### src/core/spi_front_defs.vh
// Constants for the serial command front end.
`ifndef SPI_FRONT_DEFS_VH
`define SPI_FRONT_DEFS_VH
`define OP_SET_LATCH    8'h06
`define OP_CLR_LATCH    8'h04
`define OP_RD_CONFIG    8'h05
`define OP_WR_CONFIG    8'h01
`define OP_RD_MEM       8'h03
`define OP_WR_MEM       8'h02
`define OP_RD_COMP      8'h13
`define OP_WR_COMP      8'h12
`define CFG_RESET       8'h40
`define CFG_BP0_BIT     2
`define CFG_BP1_BIT     3
`define CFG_LATCH_BIT   1
`define ADDR_BITS       15
`endif

### src/core/spi_slave_command_frontend.v
// Serial slave command front end: framing, opcode decode, config byte, write latch.
`timescale 1ns/100ps
`include "spi_front_defs.vh"
// Contract
// Sample input on each serial clock rise.
// Change output data on serial clock falls.
// First byte is opcode, then address, data.
// Master deselects between commands, one opcode each.
// Deselected: ignore input, output undriven.
// All bytes travel most significant bit first.
// Two-byte address, uppermost bit ignored; the companion commands here take a single address byte.
// Master should send unused address bit zero.
// Unknown opcode: ignore rest, output undriven.
// Clock level at select picks mode 0/3.
// Mode 3: skip first fall, count rises.
// Master idles clock per chosen mode.
// Master keeps clock at or below maximum.
// Only master starts transactions; device responds.
// Eight-bit config register via serial commands.
// Master may tie input and output together.
// Decode eight fixed opcodes.
// Latch clears at deselect after write commands.
// Bit counter resets at select; bytes per eight.
module spi_slave_command_frontend
(
  // System
  input  wire        CLK_SYS,
  input  wire        RST,
  // Serial link
  input  wire        CS_N,
  input  wire        SCK,
  input  wire        SI,
  output reg         SO_O,
  output reg         SO_OE,
  // Back end
  output reg         MODE3,
  output reg  [7:0]  OPCODE,
  output reg         OPCODE_VALID,
  output reg  [14:0] ADDR,
  output reg         ADDR_VALID,
  output reg  [7:0]  WDATA,
  output reg         WDATA_VALID,
  output reg         RDATA_REQ,
  input  wire [7:0]  RDATA,
  output wire [7:0]  CONFIG_BYTE,
  output wire        WRITE_PERMIT
);
  // ==========================================================================
  // Input synchronisers
  reg [1:0] cs_s_q;
  reg [1:0] sck_s_q;
  reg [1:0] si_s_q;
  reg       cs_d1_q;
  reg       sck_d1_q;
  always @(posedge CLK_SYS)
  begin
    if (RST)
    begin
      cs_s_q   <= 2'h3;
      sck_s_q  <= 2'h0;
      si_s_q   <= 2'h0;
      cs_d1_q  <= 1'b1;
      sck_d1_q <= 1'b0;
    end
    else
    begin
      cs_s_q   <= {cs_s_q[0], CS_N};
      sck_s_q  <= {sck_s_q[0], SCK};
      si_s_q   <= {si_s_q[0], SI};
      cs_d1_q  <= cs_s_q[1];
      sck_d1_q <= sck_s_q[1];
    end
  end
  wire cs_n_s   = cs_s_q[1];
  wire sck_s    = sck_s_q[1];
  wire si_s     = si_s_q[1];
  wire cs_fall  = cs_d1_q & ~cs_n_s;
  wire cs_rise  = ~cs_d1_q & cs_n_s;
  wire sck_rise = ~sck_d1_q & sck_s;
  wire sck_fall = sck_d1_q & ~sck_s;

  // ==========================================================================
  // Frame state: one-hot.
  localparam [4:0] ST_IDLE = 5'h01;
  localparam [4:0] ST_OP   = 5'h02;
  localparam [4:0] ST_ADDR = 5'h04;
  localparam [4:0] ST_DATA = 5'h08;
  localparam [4:0] ST_DEAD = 5'h10;

  reg [4:0]  state_q;
  reg [2:0]  bit_q;
  reg [7:0]  shin_q;
  reg [7:0]  shout_q;
  reg        abyte_q;
  reg [7:0]  ahi_q;
  reg [7:0]  cfg_q;
  reg        latch_q;
  reg        wr_cmd_q;
  reg        rd_q;
  wire [7:0] byte_in = {shin_q[6:0], si_s};
  wire       byte_done = sck_rise & (bit_q == 3'h7);

  function is_known;
    input [7:0] op;
    begin
      case (op)
        `OP_SET_LATCH, `OP_CLR_LATCH, `OP_RD_CONFIG, `OP_WR_CONFIG,
        `OP_RD_MEM, `OP_WR_MEM, `OP_RD_COMP, `OP_WR_COMP: is_known = 1'b1;
        default: is_known = 1'b0;
      endcase
    end
  endfunction

  function has_addr;
    input [7:0] op;
    begin
      has_addr = (op == `OP_RD_MEM) | (op == `OP_WR_MEM) |
                 (op == `OP_RD_COMP) | (op == `OP_WR_COMP);
    end
  endfunction

  assign CONFIG_BYTE  = {1'b0, 1'b1, 2'h0, cfg_q[3:2], latch_q, 1'b0};
  assign WRITE_PERMIT = latch_q;

  // ==========================================================================
  // Opcode classes of the command held for this frame.
  wire op_mem_rd  = (OPCODE == `OP_RD_MEM);
  wire op_mem_wr  = (OPCODE == `OP_WR_MEM);
  wire op_comp_rd = (OPCODE == `OP_RD_COMP);
  wire op_comp_wr = (OPCODE == `OP_WR_COMP);

  // ==========================================================================
  // Decode of the byte being completed. Write commands are gathered here so
  // that the latch clearing at deselect reads a single flag.
  reg dec_set_latch;
  reg dec_wr_cmd;
  reg dec_rd_cfg;
  always @*
  begin
    dec_set_latch = 1'b0;
    dec_wr_cmd    = 1'b0;
    dec_rd_cfg    = 1'b0;
    case (byte_in)
      `OP_SET_LATCH:
        dec_set_latch = 1'b1;
      `OP_CLR_LATCH, `OP_WR_CONFIG, `OP_WR_MEM, `OP_WR_COMP:
        dec_wr_cmd = 1'b1;
      `OP_RD_CONFIG:
        dec_rd_cfg = 1'b1;
      default:
        dec_set_latch = 1'b0;
    endcase
  end

  // ==========================================================================
  // Frame sequencing. The device never starts anything by itself: every
  // action below is gated by select and by clock edges seen from the master.
  // A frame cut short by select rising simply returns to idle; a partial
  // byte is dropped and never reaches the back end.

  always @(posedge CLK_SYS)
  begin
    if (RST)
    begin
      state_q      <= ST_IDLE;
      bit_q        <= 3'h0;
      shin_q       <= 8'h00;
      shout_q      <= 8'h00;
      abyte_q      <= 1'b0;
      ahi_q        <= 8'h00;
      cfg_q        <= `CFG_RESET;
      latch_q      <= 1'b0;
      wr_cmd_q     <= 1'b0;
      rd_q         <= 1'b0;
      MODE3        <= 1'b0;
      OPCODE       <= 8'h00;
      OPCODE_VALID <= 1'b0;
      ADDR         <= 15'h0000;
      ADDR_VALID   <= 1'b0;
      WDATA        <= 8'h00;
      WDATA_VALID  <= 1'b0;
      RDATA_REQ    <= 1'b0;
      SO_O         <= 1'b0;
      SO_OE        <= 1'b0;
    end
    else
    begin
      OPCODE_VALID <= 1'b0;
      ADDR_VALID   <= 1'b0;
      WDATA_VALID  <= 1'b0;
      RDATA_REQ    <= 1'b0;
      if (cs_n_s)
      begin
        // Deselected: input ignored, output released.
        state_q <= ST_IDLE;
        SO_OE   <= 1'b0;
        rd_q    <= 1'b0;
        if (cs_rise & wr_cmd_q)
          latch_q <= 1'b0;
        wr_cmd_q <= 1'b0;
      end
      else if (cs_fall)
      begin
        // The clock level seen with select decides the mode; in mode 3 the
        // first fall is simply not a rise, so counting rises only is enough.
        MODE3   <= sck_s;
        bit_q   <= 3'h0;
        state_q <= ST_OP;
        abyte_q <= 1'b0;
      end
      else
      begin
        if (sck_rise && state_q != ST_DEAD && state_q != ST_IDLE)
        begin
          shin_q <= byte_in;
          bit_q  <= bit_q + 3'h1;
        end
        case (state_q)
          ST_OP:
            if (byte_done)
            begin
              OPCODE       <= byte_in;
              OPCODE_VALID <= is_known(byte_in);
              if (!is_known(byte_in))
                state_q <= ST_DEAD;
              else if (has_addr(byte_in))
                state_q <= ST_ADDR;
              else
                state_q <= ST_DATA;
              if (dec_set_latch)
                latch_q <= 1'b1;
              if (dec_wr_cmd)
                wr_cmd_q <= 1'b1;
              if (dec_rd_cfg)
              begin
                rd_q    <= 1'b1;
                shout_q <= CONFIG_BYTE;
              end
            end
          ST_ADDR:
            if (byte_done)
            begin
              abyte_q <= 1'b1;
              if (!abyte_q)
                ahi_q <= byte_in;
              else
              begin
                // Upper bit of the high byte is dropped.
                ADDR       <= {ahi_q[6:0], byte_in};
                ADDR_VALID <= (OPCODE == `OP_RD_MEM) | (OPCODE == `OP_WR_MEM);
                state_q    <= ST_DATA;
                if (OPCODE == `OP_RD_MEM)
                begin
                  rd_q      <= 1'b1;
                  RDATA_REQ <= 1'b1;
                end
              end
              if (OPCODE == `OP_RD_COMP || OPCODE == `OP_WR_COMP)
              begin
                // Companion commands carry a single address byte.
                ADDR    <= {7'h00, byte_in};
                state_q <= ST_DATA;
                if (OPCODE == `OP_RD_COMP)
                begin
                  rd_q      <= 1'b1;
                  RDATA_REQ <= 1'b1;
                end
              end
            end
          ST_DATA:
            if (byte_done)
            begin
              if (OPCODE == `OP_WR_CONFIG && latch_q)
              begin
                cfg_q[`CFG_BP0_BIT] <= byte_in[`CFG_BP0_BIT];
                cfg_q[`CFG_BP1_BIT] <= byte_in[`CFG_BP1_BIT];
              end
              WDATA       <= byte_in;
              WDATA_VALID <= op_mem_wr | op_comp_wr;
              RDATA_REQ   <= op_mem_rd | op_comp_rd;
            end
          ST_IDLE, ST_DEAD:
            SO_OE <= 1'b0;
          default:
            state_q <= ST_IDLE;
        endcase
        // Output shifts on clock falls, MSB first; the back end answers
        // RDATA_REQ within one cycle, well before the next fall.
        if (RDATA_REQ)
          shout_q <= RDATA;
        if (sck_fall && rd_q && state_q == ST_DATA)
        begin
          SO_O    <= shout_q[7];
          SO_OE   <= 1'b1;
          shout_q <= {shout_q[6:0], 1'b0};
        end
      end
    end
  end
endmodule

### config.mk
export PLATFORM = sky130hd
export DESIGN_NAME = spi_slave_command_frontend
export DESIGN_NICKNAME = d
export VERILOG_FILES = /design/src/core/spi_slave_command_frontend.v
export VERILOG_INCLUDE_DIRS = /design/src /design/src/core
export SDC_FILE = /design/constraint.sdc
export NUM_CORES = 1
export LEC_CHECK = 0
export BUFFER_PORTS_ARGS = -buffer_cell sky130_fd_sc_hd__buf_4
export CORE_UTILIZATION = 45
export CTS_BUF_LIST = sky130_fd_sc_hd__clkbuf_16
export CTS_CLUSTER_DIAMETER = 200
export DETAILED_ROUTE_END_ITERATION = 10
export GPL_ROUTABILITY_DRIVEN = 0
export GPL_TIMING_DRIVEN = 0
export MAX_ROUTING_LAYER = met4
export PLACE_DENSITY = 0.69
export SYNTH_ARGS = -nofsm -noshare
export SYNTH_HDL_FRONTEND = slang
export SYNTH_SLANG_ARGS = --single-unit
### constraint.sdc
create_clock -name CLK_SYS -period 2.1 [get_ports CLK_SYS]
set_clock_uncertainty 0.2 [all_clocks]
set_input_delay 0.315 -clock CLK_SYS [delete_from_list [all_inputs] [get_ports CLK_SYS]]
set_output_delay 0.315 -clock CLK_SYS [all_outputs]
set_load 0.05 [all_outputs]
* Word-level counts from Yosys, hierarchy flattened
Memory sizes are Yosys's and may differ from the RTL's. A register that Yosys moved wholly into a read port is not among the register bits. Cells that the tools add are included.
Cells by class: add/sub/neg operators 1, eq/ne operators 31, muxes and demuxes 52, bitwise operators 24, reductions and logical operators 44
Operators with widths (count):
- $mux 8 | 5
- $mux 1 | 33
- $eq 8x2->1 const B | 4
- $eq 8x5->1 const B | 4
- $mux 15 | 2
- $reduce_and 5->1 | 6
- $mux 5 | 5
- $eq 8x3->1 const B | 3
- $reduce_and 4->1 | 5
- $reduce_bool 2->1 | 9
- $eq 8x1->1 const B | 2
- $pmux 5 s3 | 1
- $not 1->1 | 12
- $reduce_or 6->1 | 2
- $ne 3x3->1 const B | 3
- $reduce_and 3->1 | 3
- $reduce_bool 3->1 | 3
- $ne 2x2->1 const B | 4
- $and 1x1->1 | 6
- $mux 3 | 2
- $or 1x1->1 | 6
- $reduce_and 2->1 | 3
- $reduce_or 3->1 | 2
- $eq 5x1->1 const B | 1
- 19 further kinds | 26
Storage, ports and cells: register bits 81, ROM bits 64, bits of input ports 13, word-level logic and storage cells 179, memories kept 2
Memory list:
- (no name shown) | words 32, width 1, rd ports 1, clocked after memory_dff 1, write ports 0, RTL line spi_slave_command_frontend.v:106 | case (op)
- (no name shown) | words 32, width 1, rd ports 1, clocked after memory_dff 0, write ports 0, RTL line spi_slave_command_frontend.v:106

* Depth between registers and ports, before layout
word-level depth 12, gate-level depth with buffers 8, gate-level depth less buffers 7

* Worst setup path before layout
OpenSTA, ideal clock, no wires.
path kind register to register, start point register OPCODE[2], end point register state_q[3], library setup time 0.095 ns, arrival time 2.009 ns, data required time 1.805 ns, path slack -0.205 ns, cell stages (with the launch flop) 6, period minus slack after synthesis 2.305 ns, cells stage by stage dfxtp_1 > or4_1 > nor3_1 > or3_1 > o221ai_1 > a221oi_1
Between the ends: longest elaborated chain between the ends 5, elaborated cells on any way between the ends 8
Ends and longest elaborated chain:
- start, declared | RTL line spi_slave_command_frontend.v:37 | output reg [7:0] OPCODE,
- start signal, assigned | RTL line spi_slave_command_frontend.v:222 | OPCODE <= byte_in;
- $eq 8x5->1 (no source line)
- $logic_or 1x1->1 (no source line) (*)
- $mux 5 | RTL line spi_slave_command_frontend.v:258 | if (OPCODE == `OP_RD_COMP || OPCODE == `OP_WR_COMP)
- $mux 5 | RTL line spi_slave_command_frontend.v:241 | if (byte_done)
- $pmux 5 s3 | RTL line spi_slave_command_frontend.v:218 | case (state_q)
- end signal, assigned | RTL line spi_slave_command_frontend.v:225 | state_q <= ST_DEAD;
- end signal, assigned | RTL line spi_slave_command_frontend.v:227 | state_q <= ST_ADDR;
- end signal, assigned | RTL line spi_slave_command_frontend.v:262 | state_q <= ST_DATA;
- end, declared | RTL line spi_slave_command_frontend.v:90 | reg [4:0] state_q;
Mark *: on every way between the ends. The rest lies on a longest branch, timed or not. The select of a mux whose other input is x is not followed. A chain may end at the register's enable or synchronous reset.

* Final worst setup path
start point register sck_d1_q, end point register ADDR[0]
Between the ends: longest elaborated chain between the ends 4
Ends and longest elaborated chain:
- start, declared | RTL line spi_slave_command_frontend.v:54 | reg sck_d1_q;
- start signal, assigned | RTL line spi_slave_command_frontend.v:71 | sck_d1_q <= sck_s_q[1];
- $not 1->1 | RTL line spi_slave_command_frontend.v:79 | wire sck_rise = ~sck_d1_q & sck_s;
- $and 1x1->1 | RTL line spi_slave_command_frontend.v:79
- $and 1x1->1 | RTL line spi_slave_command_frontend.v:101 | wire byte_done = sck_rise & (bit_q == 3'h7);
- $reduce_and 5->1 (no source line)
- end signal, assigned | RTL line spi_slave_command_frontend.v:249 | ADDR <= {ahi_q[6:0], byte_in};
- end signal, assigned | RTL line spi_slave_command_frontend.v:261 | ADDR <= {7'h00, byte_in};
- end, declared | RTL line spi_slave_command_frontend.v:39 | output reg [14:0] ADDR,
Every way passes these cells.

==> results.yml <==
status:
  status: "finished, violations left"
  violations: "negative hold slack, negative setup slack"
critical_path:
  critPathKind: "register to register"
  cp-start-kind: "register"
  setup.worst_path.end_class: "register"
  cp.required_ps: 2110
  arrival_ps: 2180
  cp_max_fo: 7
synth:
  synthArstFlopShare_pct: 0
  synth_fa_ha_area_share_pct: 0.701
  ys_types: 51
  synth_top_family_by_area: "simple AND/OR/NAND/NOR gates"
  ys_seq_elements: 82
  syn_avg_cell_area_um2: 9.08
  synth_top_area_share_pct: 46.0
  ys_seq_area_share_pct: 46.0
  synth-compound-area-share_pct: 9.33
  synth_area_mm2: 0.00357
  synthMuxAreaShare_pct: 13.5
  ys_warn_count: 0
  synth_edf_count: 0
  synthFlopType: "dfxtp_1"
  synth_cells: 393
  yosys.area_share.simple_pct: 23.8
  synthTopCellsByArea: "dfxtp_1 46%, mux2i_1 13%, nor2_1 6.8%, a21oi_1 3.5%, nand2_1 2.7%"
  synth_top_area_cell: "dfxtp_1"
  synthXorXnorAreaFrac_pct: 0.736
clock_tree:
  cts_inserted_buffers: 9
  cts.sinks: 82
  cts_max_level: 3
  clock_latency_ps: 330
  clk_pin_slew_worst_paths_ps: 60
  cts_tree: "done"
  clock_path_buffers: 2
  cts-root-buf: "clkbuf_16"
pwr:
  power.leakage_nw: 2.01
  vdd_drop_max_mv: 0.460
  total_power_mw: 3.09
  powerDensity_mw_per_mm2: 643
floorplan:
  fp.dieH_um: 91.1
  start_util_pct: 46.4
  coreArea_mm2: 0.00769
  ios: 60
  fp.dieArea_mm2: 0.00829
  core.rowCount: 32
  die_x_um: 91.1
place:
  dp_cells: 551
  numPortBuffers: 53
  dpl_cell_area_mm2: 0.00413
  dp.final_hpwl_um: 6140
sta:
  setup_slack_ps: -68.4
  final_hold_viol_count: 1
  finalSetupViolations: 8
  maxSlewViolCount: 0
  slew-limit-headroom_pct: 56.1
  fmax_mhz: 461
  finalCritPeriodShare_pct: 103
  fin_crit_ps: 2170
  hold_ws_ps: -1.14
  max_slew.worst_pin.slew_ps: 659
  rsz0062_at_grt: "yes"
cells_and_area:
  fillCellCount: 675
  multi_input_area_mm2: 0.00192
  stdcell_count: 589
  area_delta_synth_final_pct: 34.7
  final_nets: 497
  seqCellArea_mm2: 0.00166
  diodes: 0
  final_core_util_pct: 62.5
  fin_area_mm2: 0.00481
  drive_above_1_share_pct: 32.0
routing:
  via_per_inst: 5.35
  detail_route.wl_per_cell_um: 15.8
  drc_errors: 0
  drt-pass1-iter-count: 4
  routed-via-count: 3153
  drt_iter0_drc: 229
  detail-route-antenna-nets: 0
  wl_um: 9340
global_route:
  grt_pass1_wl_um: 14700
  grt_pass1_vias: 2997
  grt.total_usage_pct: 23.2
  grt_max_degree: 14
  gr-total-overflow: 0
  antenna_found_initial: 0
job:
  drv_cap: 0
worst_hold_path:
  hold_class: "input port to register"
through the flow:
stage | TNS (ps) | setup slack [ps] | hold WS, ps
6_report | -275 | -68.4 | -1.14
5_1_grt | -1590 | -150 | 6.19
4_1_cts | -332 | -65.7 | 0.482
3_5_place_dp | -12010 | -534 | 204
3_3_place_gp | -11040 | -495 | 201
2_1_floorplan | -777 | -119 | 189
cell usage after synthesis (4+ instances only):
cell type  count
a21oi_1       25
buf_4          7
clkbuf_1      23
dfxtp_1       82
inv_1          9
mux2i_1       47
nand2_1       26
nand2b_1       4
nand3_1        7
nand3b_1       5
nand4_1       11
nor2_1        65
nor2b_1       10
nor3_1         4
nor4_1         4
nor4b_1        5
o21ai_0        9
worst max-delay path, cell delays in order (launching register included):
cell	delay [ps]
dfxtp_4	350
or4b_4	570
nor4_4	370
o21ai_4	180
buf_4	170
mux2i_1	150
nor2_1	60
power by group:
| part | internal, mW | switching, mW |
|---|---|---|
| registers | 1.56 | 0.00499 |
| logic | 0.0413 | 0.0731 |
| clock network | 0.788 | 0.621 |
| total | 2.39 | 0.699 |
state kept, by name, summed over array words and instances (netlist names), 2 cells and up:
name,count
cs_s_q,2
state_q,5
bit_q,3
shout_q,8
cfg_q,2
ADDR,15
ahi_q,7
WDATA,8
shin_q,7
si_s_q,2
sck_s_q,2
OPCODE,8
cells in the final DEF, fill, tap and decap left out, drive strengths merged, types with 3 or more instances in the layout:
cell type   n
nand4      11
a311oi      3
o21ai      10
nor3        5
nor2b      10
nor4b       5
a21oi      25
conb        5
or2         3
nand3       7
inv        12
mux2i      47
nand3b      5
clkinv      4
buf        88
dfxtp      82
nand2      26
nand2b      4
nor4        6
clkbuf     28
nor2       66
final cells by class:
cell class	instances	share of cell area (%)
plain buffers	31	3.93
clock buffers	9	4.69
clock inverters	7	0.755
inverters	9	0.703
multi-input cells	271	40.0
flip-flops and latches	82	34.6
well taps	102	2.66
repair buffers	78	12.7
timing repair:
action / in CTS / in global routing
cloned: 2 / 0
endpoints found under the setup margin: 59 / 42
buffers inserted: 14 / 8
hold endpoints to repair: 2 / 0
pin swaps: 7 / 16
gates resized for setup: 29 / 38
hold buffers: 2 / 0
cell families after synthesis:
logic type	Yosys count
other	2
AND/OR/NAND/NOR	161
adder cells (fa/ha/maj)	2
multiplexers	48
buffers and inverters	43
XOR/XNOR	3
flip-flops	82
AO/OA/AOI/OAI	52
worst paths after layout:
| path | to | slack, ps | cells after the start | start |
|---|---|---|---|---|
| worst min register to register | cs_s_q[1] | 210 | 1 | cs_s_q[0] |
| worst min-delay path | sck_s_q[0] | -1 | 2 | SCK |
| worst max-delay path | ADDR[0] | -70 | 6 | sck_d1_q |
| worst max register to register | ADDR[0] | -70 | 6 | sck_d1_q |
metal layers:
metal	track usage [%]	vias up	wire (um)
li1	-	1534	-
met1	28.7	1527	4190
met2	37.7	83	4540
met3	4.44	9	492
met4	8.73	0	114
met5	-	-	0
No activity file was read; power rests on OpenSTA's default activity.
